[src/sif_pkg.sv]
// Overview of operation
// - Function field selects SPI or two-wire mode; only two-wire is built, other values idle.
// - Disabled interface releases pins, idles logic.
// - Enable rise resets flags, keeps tx-select, ack.
// - Enable rise in SPI keeps control register.
// - Slave only: slave transmit and receive.
// - Bus clock debounced for two clocks.
// - Open-drain lines, selected by address only.
// - Byte-done low while moving, set after byte.
// - Address match flag set on equal address.
// - Busy set by START, cleared by STOP.
// - Tx-select picks slave receive or transmit.
// - All bus data through shared data register.
// - Own address and SPI control share location.
// - Ack-to-send driven on ninth clock.
// - Eighth address bit captured as read request.
// - Compare address bits seven to one.
// - Record master ack; release line on nack.
package sif_pkg;
    localparam int APB_AW = 8;
    localparam int APB_DW = 32;
    localparam int DATA_W = 8;
    localparam int FIFO_DEPTH = 4;

    localparam logic [APB_AW-1:0] OFS_MODE   = 8'h00;
    localparam logic [APB_AW-1:0] OFS_STATUS = 8'h04;
    localparam logic [APB_AW-1:0] OFS_DATA   = 8'h08;
    localparam logic [APB_AW-1:0] OFS_OWN    = 8'h0c;
    localparam logic [APB_AW-1:0] OFS_TOC    = 8'h10;

    localparam int MODE_FSEL_LSB = 5;
    localparam int MODE_ON_BIT   = 1;
    localparam int ST_DONE_BIT   = 7;
    localparam int ST_MATCH_BIT  = 6;
    localparam int ST_BUSY_BIT   = 5;
    localparam int ST_TXSEL_BIT  = 4;
    localparam int ST_ACK_TO_SEND_BIT   = 3;
    localparam int ST_RW_BIT     = 2;
    localparam int ST_INTCLK_BIT = 1;
    localparam int ST_ACKRX_BIT  = 0;

    localparam logic [2:0] FSEL_RST     = 3'h7;
    localparam logic [2:0] FSEL_SPI_SLV = 3'h5;
    localparam logic [2:0] FSEL_TWI     = 3'h6;

    localparam logic       DONE_RST  = 1'h1;
    localparam logic       ACKRX_RST = 1'h1;
    localparam logic [7:0] TOC_RST   = 8'h00;
    localparam logic [7:0] OWN_RST   = 8'h00;

    localparam int SYS_CLK_HZ    = 20000000;
    localparam int DEBOUNCE_CLKS = 2;

    typedef enum logic [2:0] {
        ST_IDLE = 3'b000,
        ST_ADDR = 3'b001,
        ST_AACK = 3'b010,
        ST_RX   = 3'b011,
        ST_RACK = 3'b100,
        ST_TX   = 3'b101,
        ST_TACK = 3'b110
    } sif_state_t;
endpackage

[src/sif_twi_slave.sv]
`timescale 1ns/1ps
`default_nettype none

module sif_fifo #(
    parameter int W = 8,
    parameter int D = 4
) (
    input  wire logic         clk,
    input  wire logic         rst_n,
    input  wire logic         in_valid,
    output logic              in_ready,
    input  wire logic [W-1:0] in_data,
    output logic              out_valid,
    input  wire logic         out_ready,
    output logic      [W-1:0] out_data
);
    localparam int AW = $clog2(D);

    logic [W-1:0] mem [D];
    logic [AW-1:0] wp_reg;
    logic [AW-1:0] rp_reg;
    logic [AW:0]   cnt_reg;
    logic          push;
    logic          pop;

    assign in_ready  = (cnt_reg != (AW+1)'(D));
    assign out_valid = (cnt_reg != '0);
    assign out_data  = mem[rp_reg];
    assign push      = in_valid & in_ready;
    assign pop       = out_valid & out_ready;

    always_ff @(posedge clk) begin
        if (push) begin
            mem[wp_reg] <= in_data;
        end
    end

    // Depth is a power of two, so the pointers wrap by themselves
    always_ff @(posedge clk or negedge rst_n) begin
        if (!rst_n) begin
            wp_reg  <= '0;
            rp_reg  <= '0;
            cnt_reg <= '0;
        end else begin
            if (push) begin
                wp_reg <= wp_reg + 1'b1;
            end
            if (pop) begin
                rp_reg <= rp_reg + 1'b1;
            end
            cnt_reg <= cnt_reg + (AW+1)'(push) - (AW+1)'(pop);
        end
    end
endmodule

module sif_twi_slave (
    input  wire logic                        pclk,
    input  wire logic                        presetn,
    input  wire logic                        psel,
    input  wire logic                        penable,
    input  wire logic                        pwrite,
    input  wire logic [sif_pkg::APB_AW-1:0] paddr,
    input  wire logic [sif_pkg::APB_DW-1:0] pwdata,
    output logic      [sif_pkg::APB_DW-1:0] prdata,
    output logic                             pready,
    output logic                             pslverr,
    input  wire logic                        scl_i,
    output logic                             scl_o,
    output logic                             scl_oe,
    input  wire logic                        sda_i,
    output logic                             sda_o,
    output logic                             sda_oe,
    output logic                             pins_owned
);
    import sif_pkg::*;

    logic [1:0]  sy0_reg;
    logic [1:0]  sy1_reg;
    logic [1:0]  line_s;
    logic [1:0]  line_db;
    logic        scl_s;
    logic        scl_db;
    logic        sda_db;
    logic        scl_prev_reg;
    logic        sda_prev_reg;
    logic        rise;
    logic        fall;
    logic        start;
    logic        stop;

    logic [2:0]  fsel_reg;
    logic        on_reg;
    logic        on_prev_reg;
    logic        on_rise;
    logic        twi_act;
    logic        eng_ok;
    logic        done_reg;
    logic        match_reg;
    logic        busy_reg;
    logic        txsel_reg;
    logic        ack_to_send_reg;
    logic        rw_reg;
    logic        intclk_reg;
    logic        ackrx_reg;
    logic [7:0]  data_reg;
    logic        rxfull_reg;
    logic [7:1]  own_reg;
    logic [7:0]  toc_reg;

    sif_state_t  st_reg;
    logic [3:0]  cnt_reg;
    logic        ph_reg;
    logic        pend_reg;
    logic [7:0]  txb_reg;
    logic [7:0]  rxsh_reg;
    logic        sda_oe_reg;
    logic        scl_oe_reg;

    logic        setup;
    logic        wr;
    logic        rd_data;
    logic        mapped;
    logic [7:0]  rdata;
    logic        pready_reg;
    logic        pslverr_reg;
    logic [APB_DW-1:0] prdata_reg;
    logic        pins_owned_reg;

    logic        fifo_in_valid;
    logic        fifo_in_ready;
    logic        fifo_out_valid;
    logic [7:0]  fifo_out_data;
    logic        fifo_pop;

    // Both lines get the same synchroniser and filter so START/STOP ordering survives
    assign line_s = {sy1_reg[1], sy0_reg[1]};
    assign scl_s  = line_s[0];
    assign scl_db = line_db[0];
    assign sda_db = line_db[1];

    always_ff @(posedge pclk or negedge presetn) begin
        if (!presetn) begin
            sy0_reg <= 2'h3;
            sy1_reg <= 2'h3;
        end else begin
            sy0_reg <= {sy0_reg[0], scl_i};
            sy1_reg <= {sy1_reg[0], sda_i};
        end
    end

    genvar gi;
    generate
        for (gi = 0; gi < 2; gi++) begin : g_deb
            logic cnt_q;
            logic db_q;
            always_ff @(posedge pclk or negedge presetn) begin
                if (!presetn) begin
                    cnt_q <= 1'b0;
                    db_q  <= 1'b1;
                end else if (line_s[gi] != db_q) begin
                    if (cnt_q == 1'(DEBOUNCE_CLKS - 1)) begin
                        db_q  <= line_s[gi];
                        cnt_q <= 1'b0;
                    end else begin
                        cnt_q <= cnt_q + 1'b1;
                    end
                end else begin
                    cnt_q <= 1'b0;
                end
            end
            assign line_db[gi] = db_q;
        end
    endgenerate

    always_ff @(posedge pclk or negedge presetn) begin
        if (!presetn) begin
            scl_prev_reg <= 1'b1;
            sda_prev_reg <= 1'b1;
            on_prev_reg  <= 1'b0;
        end else begin
            scl_prev_reg <= scl_db;
            sda_prev_reg <= sda_db;
            on_prev_reg  <= on_reg;
        end
    end

    assign rise    = scl_db & ~scl_prev_reg;
    assign fall    = ~scl_db & scl_prev_reg;
    assign start   = scl_db & scl_prev_reg & sda_prev_reg & ~sda_db;
    assign stop    = scl_db & scl_prev_reg & ~sda_prev_reg & sda_db;
    assign twi_act = on_reg & (fsel_reg == FSEL_TWI);
    assign on_rise = on_reg & ~on_prev_reg;
    assign eng_ok  = twi_act & ~on_rise & ~start & ~stop;

    // APB: no wait state, yet prdata and pready both leave flip-flops
    assign setup   = psel & ~penable;
    assign wr      = psel & penable & pready_reg & pwrite;
    assign rd_data = psel & penable & pready_reg & ~pwrite & (paddr == OFS_DATA);
    assign mapped  = (paddr == OFS_MODE) | (paddr == OFS_STATUS) | (paddr == OFS_DATA)
                   | (paddr == OFS_OWN) | (paddr == OFS_TOC);

    always_comb begin
        case (paddr)
            OFS_MODE:   rdata = {fsel_reg, 3'h0, on_reg, 1'h0};
            OFS_STATUS: rdata = {done_reg, match_reg, busy_reg, txsel_reg,
                                 ack_to_send_reg, rw_reg, intclk_reg, ackrx_reg};
            OFS_DATA:   rdata = data_reg;
            OFS_OWN:    rdata = {own_reg, 1'h0};
            OFS_TOC:    rdata = toc_reg;
            default:    rdata = 8'h00;
        endcase
    end

    always_ff @(posedge pclk or negedge presetn) begin
        if (!presetn) begin
            pready_reg  <= 1'b0;
            pslverr_reg <= 1'b0;
            prdata_reg  <= '0;
        end else begin
            pready_reg  <= setup;
            pslverr_reg <= setup & ~mapped;
            if (setup & ~pwrite) begin
                prdata_reg <= {{(APB_DW-8){1'b0}}, rdata};
            end
        end
    end

    // Control bits survive an enable edge: software must set them beforehand
    always_ff @(posedge pclk or negedge presetn) begin
        if (!presetn) begin
            fsel_reg   <= FSEL_RST;
            on_reg     <= 1'b0;
            txsel_reg  <= 1'b0;
            ack_to_send_reg   <= 1'b0;
            intclk_reg <= 1'b0;
            own_reg    <= OWN_RST[7:1];
            toc_reg    <= TOC_RST;
        end else if (wr) begin
            case (paddr)
                OFS_MODE: begin
                    fsel_reg <= pwdata[MODE_FSEL_LSB +: 3];
                    on_reg   <= pwdata[MODE_ON_BIT];
                end
                OFS_STATUS: begin
                    txsel_reg  <= pwdata[ST_TXSEL_BIT];
                    ack_to_send_reg   <= pwdata[ST_ACK_TO_SEND_BIT];
                    intclk_reg <= pwdata[ST_INTCLK_BIT];
                end
                OFS_OWN: begin
                    own_reg <= pwdata[7:1];
                end
                OFS_TOC: begin
                    toc_reg <= pwdata[7:0];
                end
                default: begin
                end
            endcase
        end
    end

    // Receive FIFO feeds the shared data register once software has read it
    assign fifo_pop = fifo_out_valid & ~rxfull_reg;

    always_ff @(posedge pclk or negedge presetn) begin
        if (!presetn) begin
            data_reg   <= 8'h00;
            rxfull_reg <= 1'b0;
        end else begin
            if (wr && paddr == OFS_DATA) begin
                data_reg <= pwdata[7:0];
            end
            if (rd_data) begin
                rxfull_reg <= 1'b0;
            end
            if (fifo_pop) begin
                data_reg   <= fifo_out_data;
                rxfull_reg <= 1'b1;
            end
        end
    end

    assign fifo_in_valid = (st_reg == ST_RACK) & ~ph_reg & (pend_reg | fall) & eng_ok;

    sif_fifo #(
        .W (DATA_W),
        .D (FIFO_DEPTH)
    ) u_rx_fifo (
        .clk       (pclk),
        .rst_n     (presetn),
        .in_valid  (fifo_in_valid),
        .in_ready  (fifo_in_ready),
        .in_data   (rxsh_reg),
        .out_valid (fifo_out_valid),
        .out_ready (~rxfull_reg),
        .out_data  (fifo_out_data)
    );

    // Slave-only engine: never drives START, STOP or clock edges of its own
    always_ff @(posedge pclk or negedge presetn) begin
        if (!presetn) begin
            st_reg     <= ST_IDLE;
            cnt_reg    <= 4'h0;
            ph_reg     <= 1'b0;
            pend_reg   <= 1'b0;
            txb_reg    <= 8'h00;
            rxsh_reg   <= 8'h00;
            sda_oe_reg <= 1'b0;
            scl_oe_reg <= 1'b0;
            done_reg   <= DONE_RST;
            match_reg  <= 1'b0;
            busy_reg   <= 1'b0;
            rw_reg     <= 1'b0;
            ackrx_reg  <= ACKRX_RST;
        end else if (!twi_act || on_rise || start || stop) begin
            st_reg     <= start && twi_act && !on_rise ? ST_ADDR : ST_IDLE;
            cnt_reg    <= 4'h0;
            ph_reg     <= 1'b0;
            pend_reg   <= 1'b0;
            sda_oe_reg <= 1'b0;
            scl_oe_reg <= 1'b0;
            if (twi_act && on_rise) begin
                done_reg  <= DONE_RST;
                match_reg <= 1'b0;
                busy_reg  <= 1'b0;
                rw_reg    <= 1'b0;
                ackrx_reg <= ACKRX_RST;
            end else if (twi_act && start) begin
                busy_reg  <= 1'b1;
                match_reg <= 1'b0;
                done_reg  <= 1'b0;
            end else if (twi_act && stop) begin
                busy_reg <= 1'b0;
            end
        end else begin
            case (st_reg)
                ST_ADDR: begin
                    if (rise) begin
                        rxsh_reg <= {rxsh_reg[6:0], sda_db};
                        cnt_reg  <= cnt_reg + 4'h1;
                        if (cnt_reg == 4'h7) begin
                            if (rxsh_reg[6:0] == own_reg) begin
                                match_reg <= 1'b1;
                                rw_reg    <= sda_db;
                                done_reg  <= 1'b1;
                                st_reg    <= ST_AACK;
                                ph_reg    <= 1'b0;
                            end else begin
                                st_reg <= ST_IDLE;
                            end
                        end
                    end
                end
                ST_AACK: begin
                    if (fall && !ph_reg) begin
                        sda_oe_reg <= 1'b1;
                        ph_reg     <= 1'b1;
                    end else if (fall) begin
                        ph_reg   <= 1'b0;
                        cnt_reg  <= 4'h0;
                        done_reg <= 1'b0;
                        if (txsel_reg) begin
                            txb_reg    <= data_reg;
                            sda_oe_reg <= ~data_reg[7];
                            st_reg     <= ST_TX;
                        end else begin
                            sda_oe_reg <= 1'b0;
                            st_reg     <= ST_RX;
                        end
                    end
                end
                ST_RX: begin
                    if (rise) begin
                        rxsh_reg <= {rxsh_reg[6:0], sda_db};
                        cnt_reg  <= cnt_reg + 4'h1;
                        if (cnt_reg == 4'h7) begin
                            done_reg <= 1'b1;
                            st_reg   <= ST_RACK;
                            ph_reg   <= 1'b0;
                        end
                    end
                end
                ST_RACK: begin
                    if (!ph_reg && (pend_reg || fall)) begin
                        // A full FIFO holds the clock low until space frees up
                        if (fifo_in_ready) begin
                            sda_oe_reg <= ~ack_to_send_reg;
                            scl_oe_reg <= 1'b0;
                            pend_reg   <= 1'b0;
                            ph_reg     <= 1'b1;
                        end else begin
                            pend_reg   <= 1'b1;
                            scl_oe_reg <= 1'b1;
                        end
                    end else if (ph_reg && fall) begin
                        sda_oe_reg <= 1'b0;
                        ph_reg     <= 1'b0;
                        cnt_reg    <= 4'h0;
                        done_reg   <= 1'b0;
                        st_reg     <= ST_RX;
                    end
                end
                ST_TX: begin
                    if (rise) begin
                        cnt_reg <= cnt_reg + 4'h1;
                    end else if (fall) begin
                        if (cnt_reg == 4'h8) begin
                            sda_oe_reg <= 1'b0;
                            done_reg   <= 1'b1;
                            ph_reg     <= 1'b0;
                            st_reg     <= ST_TACK;
                        end else begin
                            sda_oe_reg <= ~txb_reg[3'h7 - cnt_reg[2:0]];
                        end
                    end
                end
                ST_TACK: begin
                    if (rise) begin
                        ackrx_reg <= sda_db;
                        if (sda_db) begin
                            st_reg <= ST_IDLE;
                        end else begin
                            ph_reg <= 1'b1;
                        end
                    end else if (fall && ph_reg) begin
                        txb_reg    <= data_reg;
                        sda_oe_reg <= ~data_reg[7];
                        cnt_reg    <= 4'h0;
                        done_reg   <= 1'b0;
                        ph_reg     <= 1'b0;
                        st_reg     <= ST_TX;
                    end
                end
                default: begin
                    st_reg <= ST_IDLE;
                end
            endcase
        end
    end

    always_ff @(posedge pclk or negedge presetn) begin
        if (!presetn) begin
            pins_owned_reg <= 1'b0;
        end else begin
            pins_owned_reg <= twi_act;
        end
    end

    assign prdata     = prdata_reg;
    assign pready     = pready_reg;
    assign pslverr    = pslverr_reg;
    assign sda_oe     = sda_oe_reg;
    assign scl_oe     = scl_oe_reg;
    // Open drain: both bus pins, SDA and SCL, only ever pull low
    assign sda_o      = 1'b0;
    assign scl_o      = 1'b0;
    assign pins_owned = pins_owned_reg;
endmodule

`default_nettype wire

[config.mk]
export PLATFORM = sky130hd
export DESIGN_NAME = sif_twi_slave
export DESIGN_NICKNAME = d
export VERILOG_FILES = /design/src/sif_pkg.sv /design/src/sif_twi_slave.sv
export SDC_FILE = /design/constraint.sdc
export NUM_CORES = 1
export LEC_CHECK = 0
export BUFFER_PORTS_ARGS = -buffer_cell sky130_fd_sc_hd__buf_2
export CORE_UTILIZATION = 45
export DETAILED_ROUTE_END_ITERATION = 8
export GPL_TIMING_DRIVEN = 0
export PLACE_DENSITY_LB_ADDON = 0.05
export SLEW_MARGIN = 5
export SYNTH_ARGS = -nofsm -noshare
export SYNTH_HDL_FRONTEND = slang
export SYNTH_SLANG_ARGS = --single-unit
[constraint.sdc]
create_clock -name pclk -period 3.5 [get_ports pclk]
set_input_delay 0.175 -clock pclk [delete_from_list [all_inputs] [get_ports pclk]]
set_output_delay 0.175 -clock pclk [all_outputs]
set_load 0.02 [all_outputs]
# Word-level counts from Yosys, hierarchy flattened
# Memory sizes are Yosys's and may differ from the RTL's.
# Cells that the tools add are included.
# word_totals
ff_bits	91
memories	1
mem_bits_rw	32
wordCells	302
# memory_table
memory	words	width	rd	rd_ports_with_merged_regs	wr	line_no	source
u_rx_fifo.mem	4	8	1	0	1	sif_twi_slave.sv:19	logic [W-1:0] mem [D];
# classes
eq_ne	45
bitwise	47
mux	112
add_sub_neg	8
order_cmp	1
n_reduce_logical	51
# ops
op	count
$mux 1	73
$mux 8	7
$mux 3	16
$ne 3x3->1 const B	14
$pmux 8 s5	1
$mux 4	7
$and 1x1->1	25
$reduce_bool 2->1	10
$pmux 3 s6	1
$not 1->1	17
$eq 8x4->1 const B	2
$ne 4x4->1 const B	4
$pmux 4 s4	1
$pmux 8 s2	1
$reduce_and 2->1	8
$reduce_and 14->1	1
$reduce_and 13->1	1
$eq 3x3->1 const B	4
$pmux 1 s6	2
$reduce_and 12->1	1
$ne 2x2->1 const B	5
$reduce_and 5->1	2
$reduce_bool 5->1	2
$ne 3x1->1 const B	3
34 further kinds	56

# Longest topological paths before layout
# logic_depth
depth_word	10
depth_mapped	10
ltp_nobuf	9

# Cells and area by module
# From an unflattened synthesis, not the netlist that was laid out.
# hier_totals
hier_cells	504
hier_area_um2	6256.0
# modules_own_cells
mod	area_per_inst_um2	seq_area_each_um2	cells_each	n_inst
sif_twi_slave	4626.9	2118.3	421	1
sif_fifo	1629.1	1136.1	83	1

# Worst setup path after synthesis
# No wires, ideal clock.
# synth_path
path_type	flip-flop to flip-flop
from	reg g_deb[1].db_q
to	reg u_rx_fifo.cnt_reg[2]
path_stages_with_launch	11
required_time_ps	3377
slack_ps	865
synth_period_minus_slack_ps	2635
t_arrival_ps	2512
path_cell_list	dfstp_2 -> buf_2 -> xor2_1 -> a21oi_2 -> nand2_1 -> nor3b_2 -> ha_1 -> inv_1 -> fa_1 -> xnor2_1 -> xnor2_1
# synth_between
elab_chain_cells	9
elab_cells_between_ends	11
# synth_lines
item	line_no	source
start: declaration	sif_twi_slave.sv:155	logic db_q;
start signal: assignment	sif_twi_slave.sv:162	db_q <= line_s[gi];
$not 1->1	sif_twi_slave.sv:189	assign start = scl_db & scl_prev_reg & sda_prev_reg & ~sda_db;
$and 1x1->1	sif_twi_slave.sv:189	
$not 1->1	sif_twi_slave.sv:193	assign eng_ok = twi_act & ~on_rise & ~start & ~stop;
$and 1x1->1	sif_twi_slave.sv:193	
$and 1x1->1 *	sif_twi_slave.sv:193	
$and 1x1->1 *	sif_twi_slave.sv:282	assign fifo_in_valid = (st_reg == ST_RACK) & ~ph_reg & (pend_reg | fall) & eng_ok;
$and 1x1->1 *	sif_twi_slave.sv:29	assign push = in_valid & in_ready;
net u_rx_fifo.push	sif_twi_slave.sv:23	logic push;
$add 3x1->3 *	sif_twi_slave.sv:51	cnt_reg <= cnt_reg + (AW+1)'(push) - (AW+1)'(pop);
$sub 3x1->3 *	sif_twi_slave.sv:51	
end signal: assignment	sif_twi_slave.sv:51	
end: declaration	sif_twi_slave.sv:22	logic [AW:0] cnt_reg;
# Mark *: on every way through the listed nets, which the timed path passes. The rest lies on a longest branch.
# A chain may end at the register's enable or synchronous reset.

# Worst setup path after layout
# Ends and elaborated chain as after synthesis.

==> impl_metrics.env <==
export IMPL_die_h_um=118.7
export IMPL_clk_insertion_delay_late_ns=0.42
export IMPL_synth_top_area_share_pct=31.85
export IMPL_initial_core_util_pct=46.28
export IMPL_slew_headroom_pct=44.67
export IMPL_cpPeakStageDelay_ns=0.53
export IMPL_ys_flop_type="dfrtp_1"
export IMPL_wl_um=13430
export IMPL_grt_pass1_wl_um=22270
export IMPL_clk_pin_slew_ns=0.06
export IMPL_worst_path_most_repeated_cell="xnor2_1"
export IMPL_ant_nets=0
export IMPL_crit_chain="buf_2 > xor2_1 > a21oi_2 > nand2_1 > nor3b_2 > ha_1 > inv_1 > fa_1 > xnor2_1 > xnor2_1"
export IMPL_yosys_warnings=0
export IMPL_via_per_inst=5.198
export IMPL_p_leak_nw=3.138
export IMPL_cts_sinks=123
export IMPL_ys_seq_area_share_pct=53.10
export IMPL_regMostFlops="u_rx_fifo.mem"
export IMPL_insertedDiodeCount=0
export IMPL_layout_nets=659
export IMPL_vias=4117
export IMPL_antenna_found_initial=0
export IMPL_netlist_area_mm2=0.006128
export IMPL_cp_buffers_inverters=2
export IMPL_synth_area_leaders="dfrtp_1, edfxtp_1, mux2_1, dfstp_2, mux4_2"
export IMPL_synthArstFlopShare_pct=73.98
export IMPL_h_tree_depth=4
export IMPL_cp_end_kind="flip-flop"
export IMPL_crit_path_top_delay_cell="nor3b_2"
export IMPL_design_core_area_mm2=0.01324
export IMPL_grt_max_degree=56
export IMPL_start_kind="flip-flop"
export IMPL_cts_tree="yes"
export IMPL_numCtsBuffers=17
export IMPL_rsz0062_at_grt="no"
export IMPL_io_pins=86
export IMPL_synth_cell_type_count=73
export IMPL_grt_overflow_total=0
export IMPL_min_period_ns=3.114
export IMPL_ir_drop_v=0.0002866
export IMPL_synth_area_per_cell_um2=11.83
export IMPL_cts_path_max_buffers=2
export IMPL_crit_fanout=10
export IMPL_path_class="reg -> reg"
export IMPL_tightest_slew_ns=0.8300
export IMPL_grt_use_total_pct=21.08
export IMPL_fin_crit_sh_pct=88.98
export IMPL_cts_resized=0
export IMPL_gp_congestion=0.8602
export IMPL_holdWs_ns=0.02337
export IMPL_synth_cells=518
export IMPL_hpwl_um=9876
export IMPL_port_buffers=34
export IMPL_cp_top_family="simple AND/OR/NAND/NOR gates"
export IMPL_cp_required_ns=3.84
export IMPL_crit_arrival_ns=3.46
export IMPL_wl_per_cell_um=16.95
export IMPL_skew_ns=0.007341
export IMPL_die_w_um=118.7
export IMPL_fp_row_count=42
export IMPL_drive_gt1_share_pct=23.86
export IMPL_min_path_type="in -> reg"
export IMPL_synth_edff_count=32
export IMPL_die_area_mm2=0.01409
export IMPL_finalSetupViolations=0
export IMPL_synth_common_cells="dfrtp_1, nand2_1, mux2_1"
export IMPL_grt_pass1_vias=4149
export IMPL_synth_top_area_cell="dfrtp_1"
export IMPL_areaGrowthSynthToFinish_pct=19.42
export IMPL_power_density_mw_per_mm2=512.2
export IMPL_largest_reg_flops=32
export IMPL_max_freq_mhz=321.1
export IMPL_hold_viol_final=0
export IMPL_yosysMostFrequentCell="dfrtp_1"
export IMPL_drc=0
export IMPL_cts_root_buf="clkbuf_16"
export IMPL_status="complete, no violations"
export IMPL_drt_iter0_drc=299
export IMPL_ys_seq_elements=123
export IMPL_finalSetupTns_ns=0
export IMPL_power_mw=3.749
export IMPL_drv_cap=0
export IMPL_drv_slew=0
export IMPL_drt_pass1_iterations=4
[cell usage in the layout, fill, tap and decap left out, drive strengths merged, types with 10 or more instances in the layout]
cell and n:
a21oi 14, inv 24, nand2 49, mux4 10, o21ai 30, mux2i 17, xnor2 13, nor2 32
dfstp 13, clkbuf 30, edfxtp 32, conb 26, buf 73, dfrtp 78, mux2 42
[timing repair]
action,in CTS,in global routing
setup buffers,0,0
endpoints found under the setup margin,0,0
hold buffers,6,0
hold endpoints to repair,39,0
[cells by family (layout without fill, tap and decap cells)]
family,count (synthesis),count (layout),synth area share [%]
simple gates,139,139,11.47
fa+ha+maj,9,9,1.960
compound gates,91,91,10.64
other cells,1,26,0.06119
flops,123,123,53.10
buf+inv,70,143,6.309
mux,69,69,14.17
xor+xnor,16,16,2.287
[metrics by stage]
stage / cell area (um2) / util [%] / std cells / worst slack (ns)
after floorplan: 6222 / - / 543 / 0.8650
after global placement: 6613 / 49.93 / 753 / 0.4359
after detailed placement: 6643 / 50.16 / 754 / 0.3912
after CTS: 7318 / 55.26 / 792 / 0.3640
after global routing: 7318 / 55.26 / 792 / 0.1055
final: 7318 / 55.26 / 792 / 0.3857
[layer usage]
layer / GRT usage, % / vias up / wire [um]
li1: - / 1984 / -
met1: 28.04 / 1996 / 6125
met2: 33.11 / 120 / 6285
met3: 5.164 / 17 / 796
met4: 8.465 / 0 / 221
met5: 0 / - / 0
[worst paths after layout]
check,startpoint,to,slack (ns),cells past startpoint
worst max-delay path,g_deb[1].db_q,u_rx_fifo.cnt_reg[2],0.39,10
worst min-delay path,pwdata[4],own_reg[4],0.02,2
worst max register to register,g_deb[1].db_q,u_rx_fifo.cnt_reg[2],0.39,10
worst min register to register,sy0_reg[0],sy0_reg[1],0.35,0
max in group asynchronous,presetn,g_deb[0].db_q,2.51,3
min in group asynchronous,presetn,pready,0.28,2
[where the power goes]
part           internal (mW)  switching, mW  total (mW)
Clock                   1.16          0.652        1.81
Sequential              1.53         0.0288        1.56
Combinational          0.140          0.234       0.374
Total                   2.83          0.915        3.75
[final cells by class]
class                   instances  area [um2]
plain buffers                  49       307.8
flip-flops and latches        123        3254
repair buffers                 41       260.3
well taps                     176       220.2
inverters                      21       78.83
multi-input cells             350        2581
fillers                      1178        5924
clock inverters                13       162.7
clock buffers                  19       452.9
Note: power is estimated with default switching activity, not from simulation.
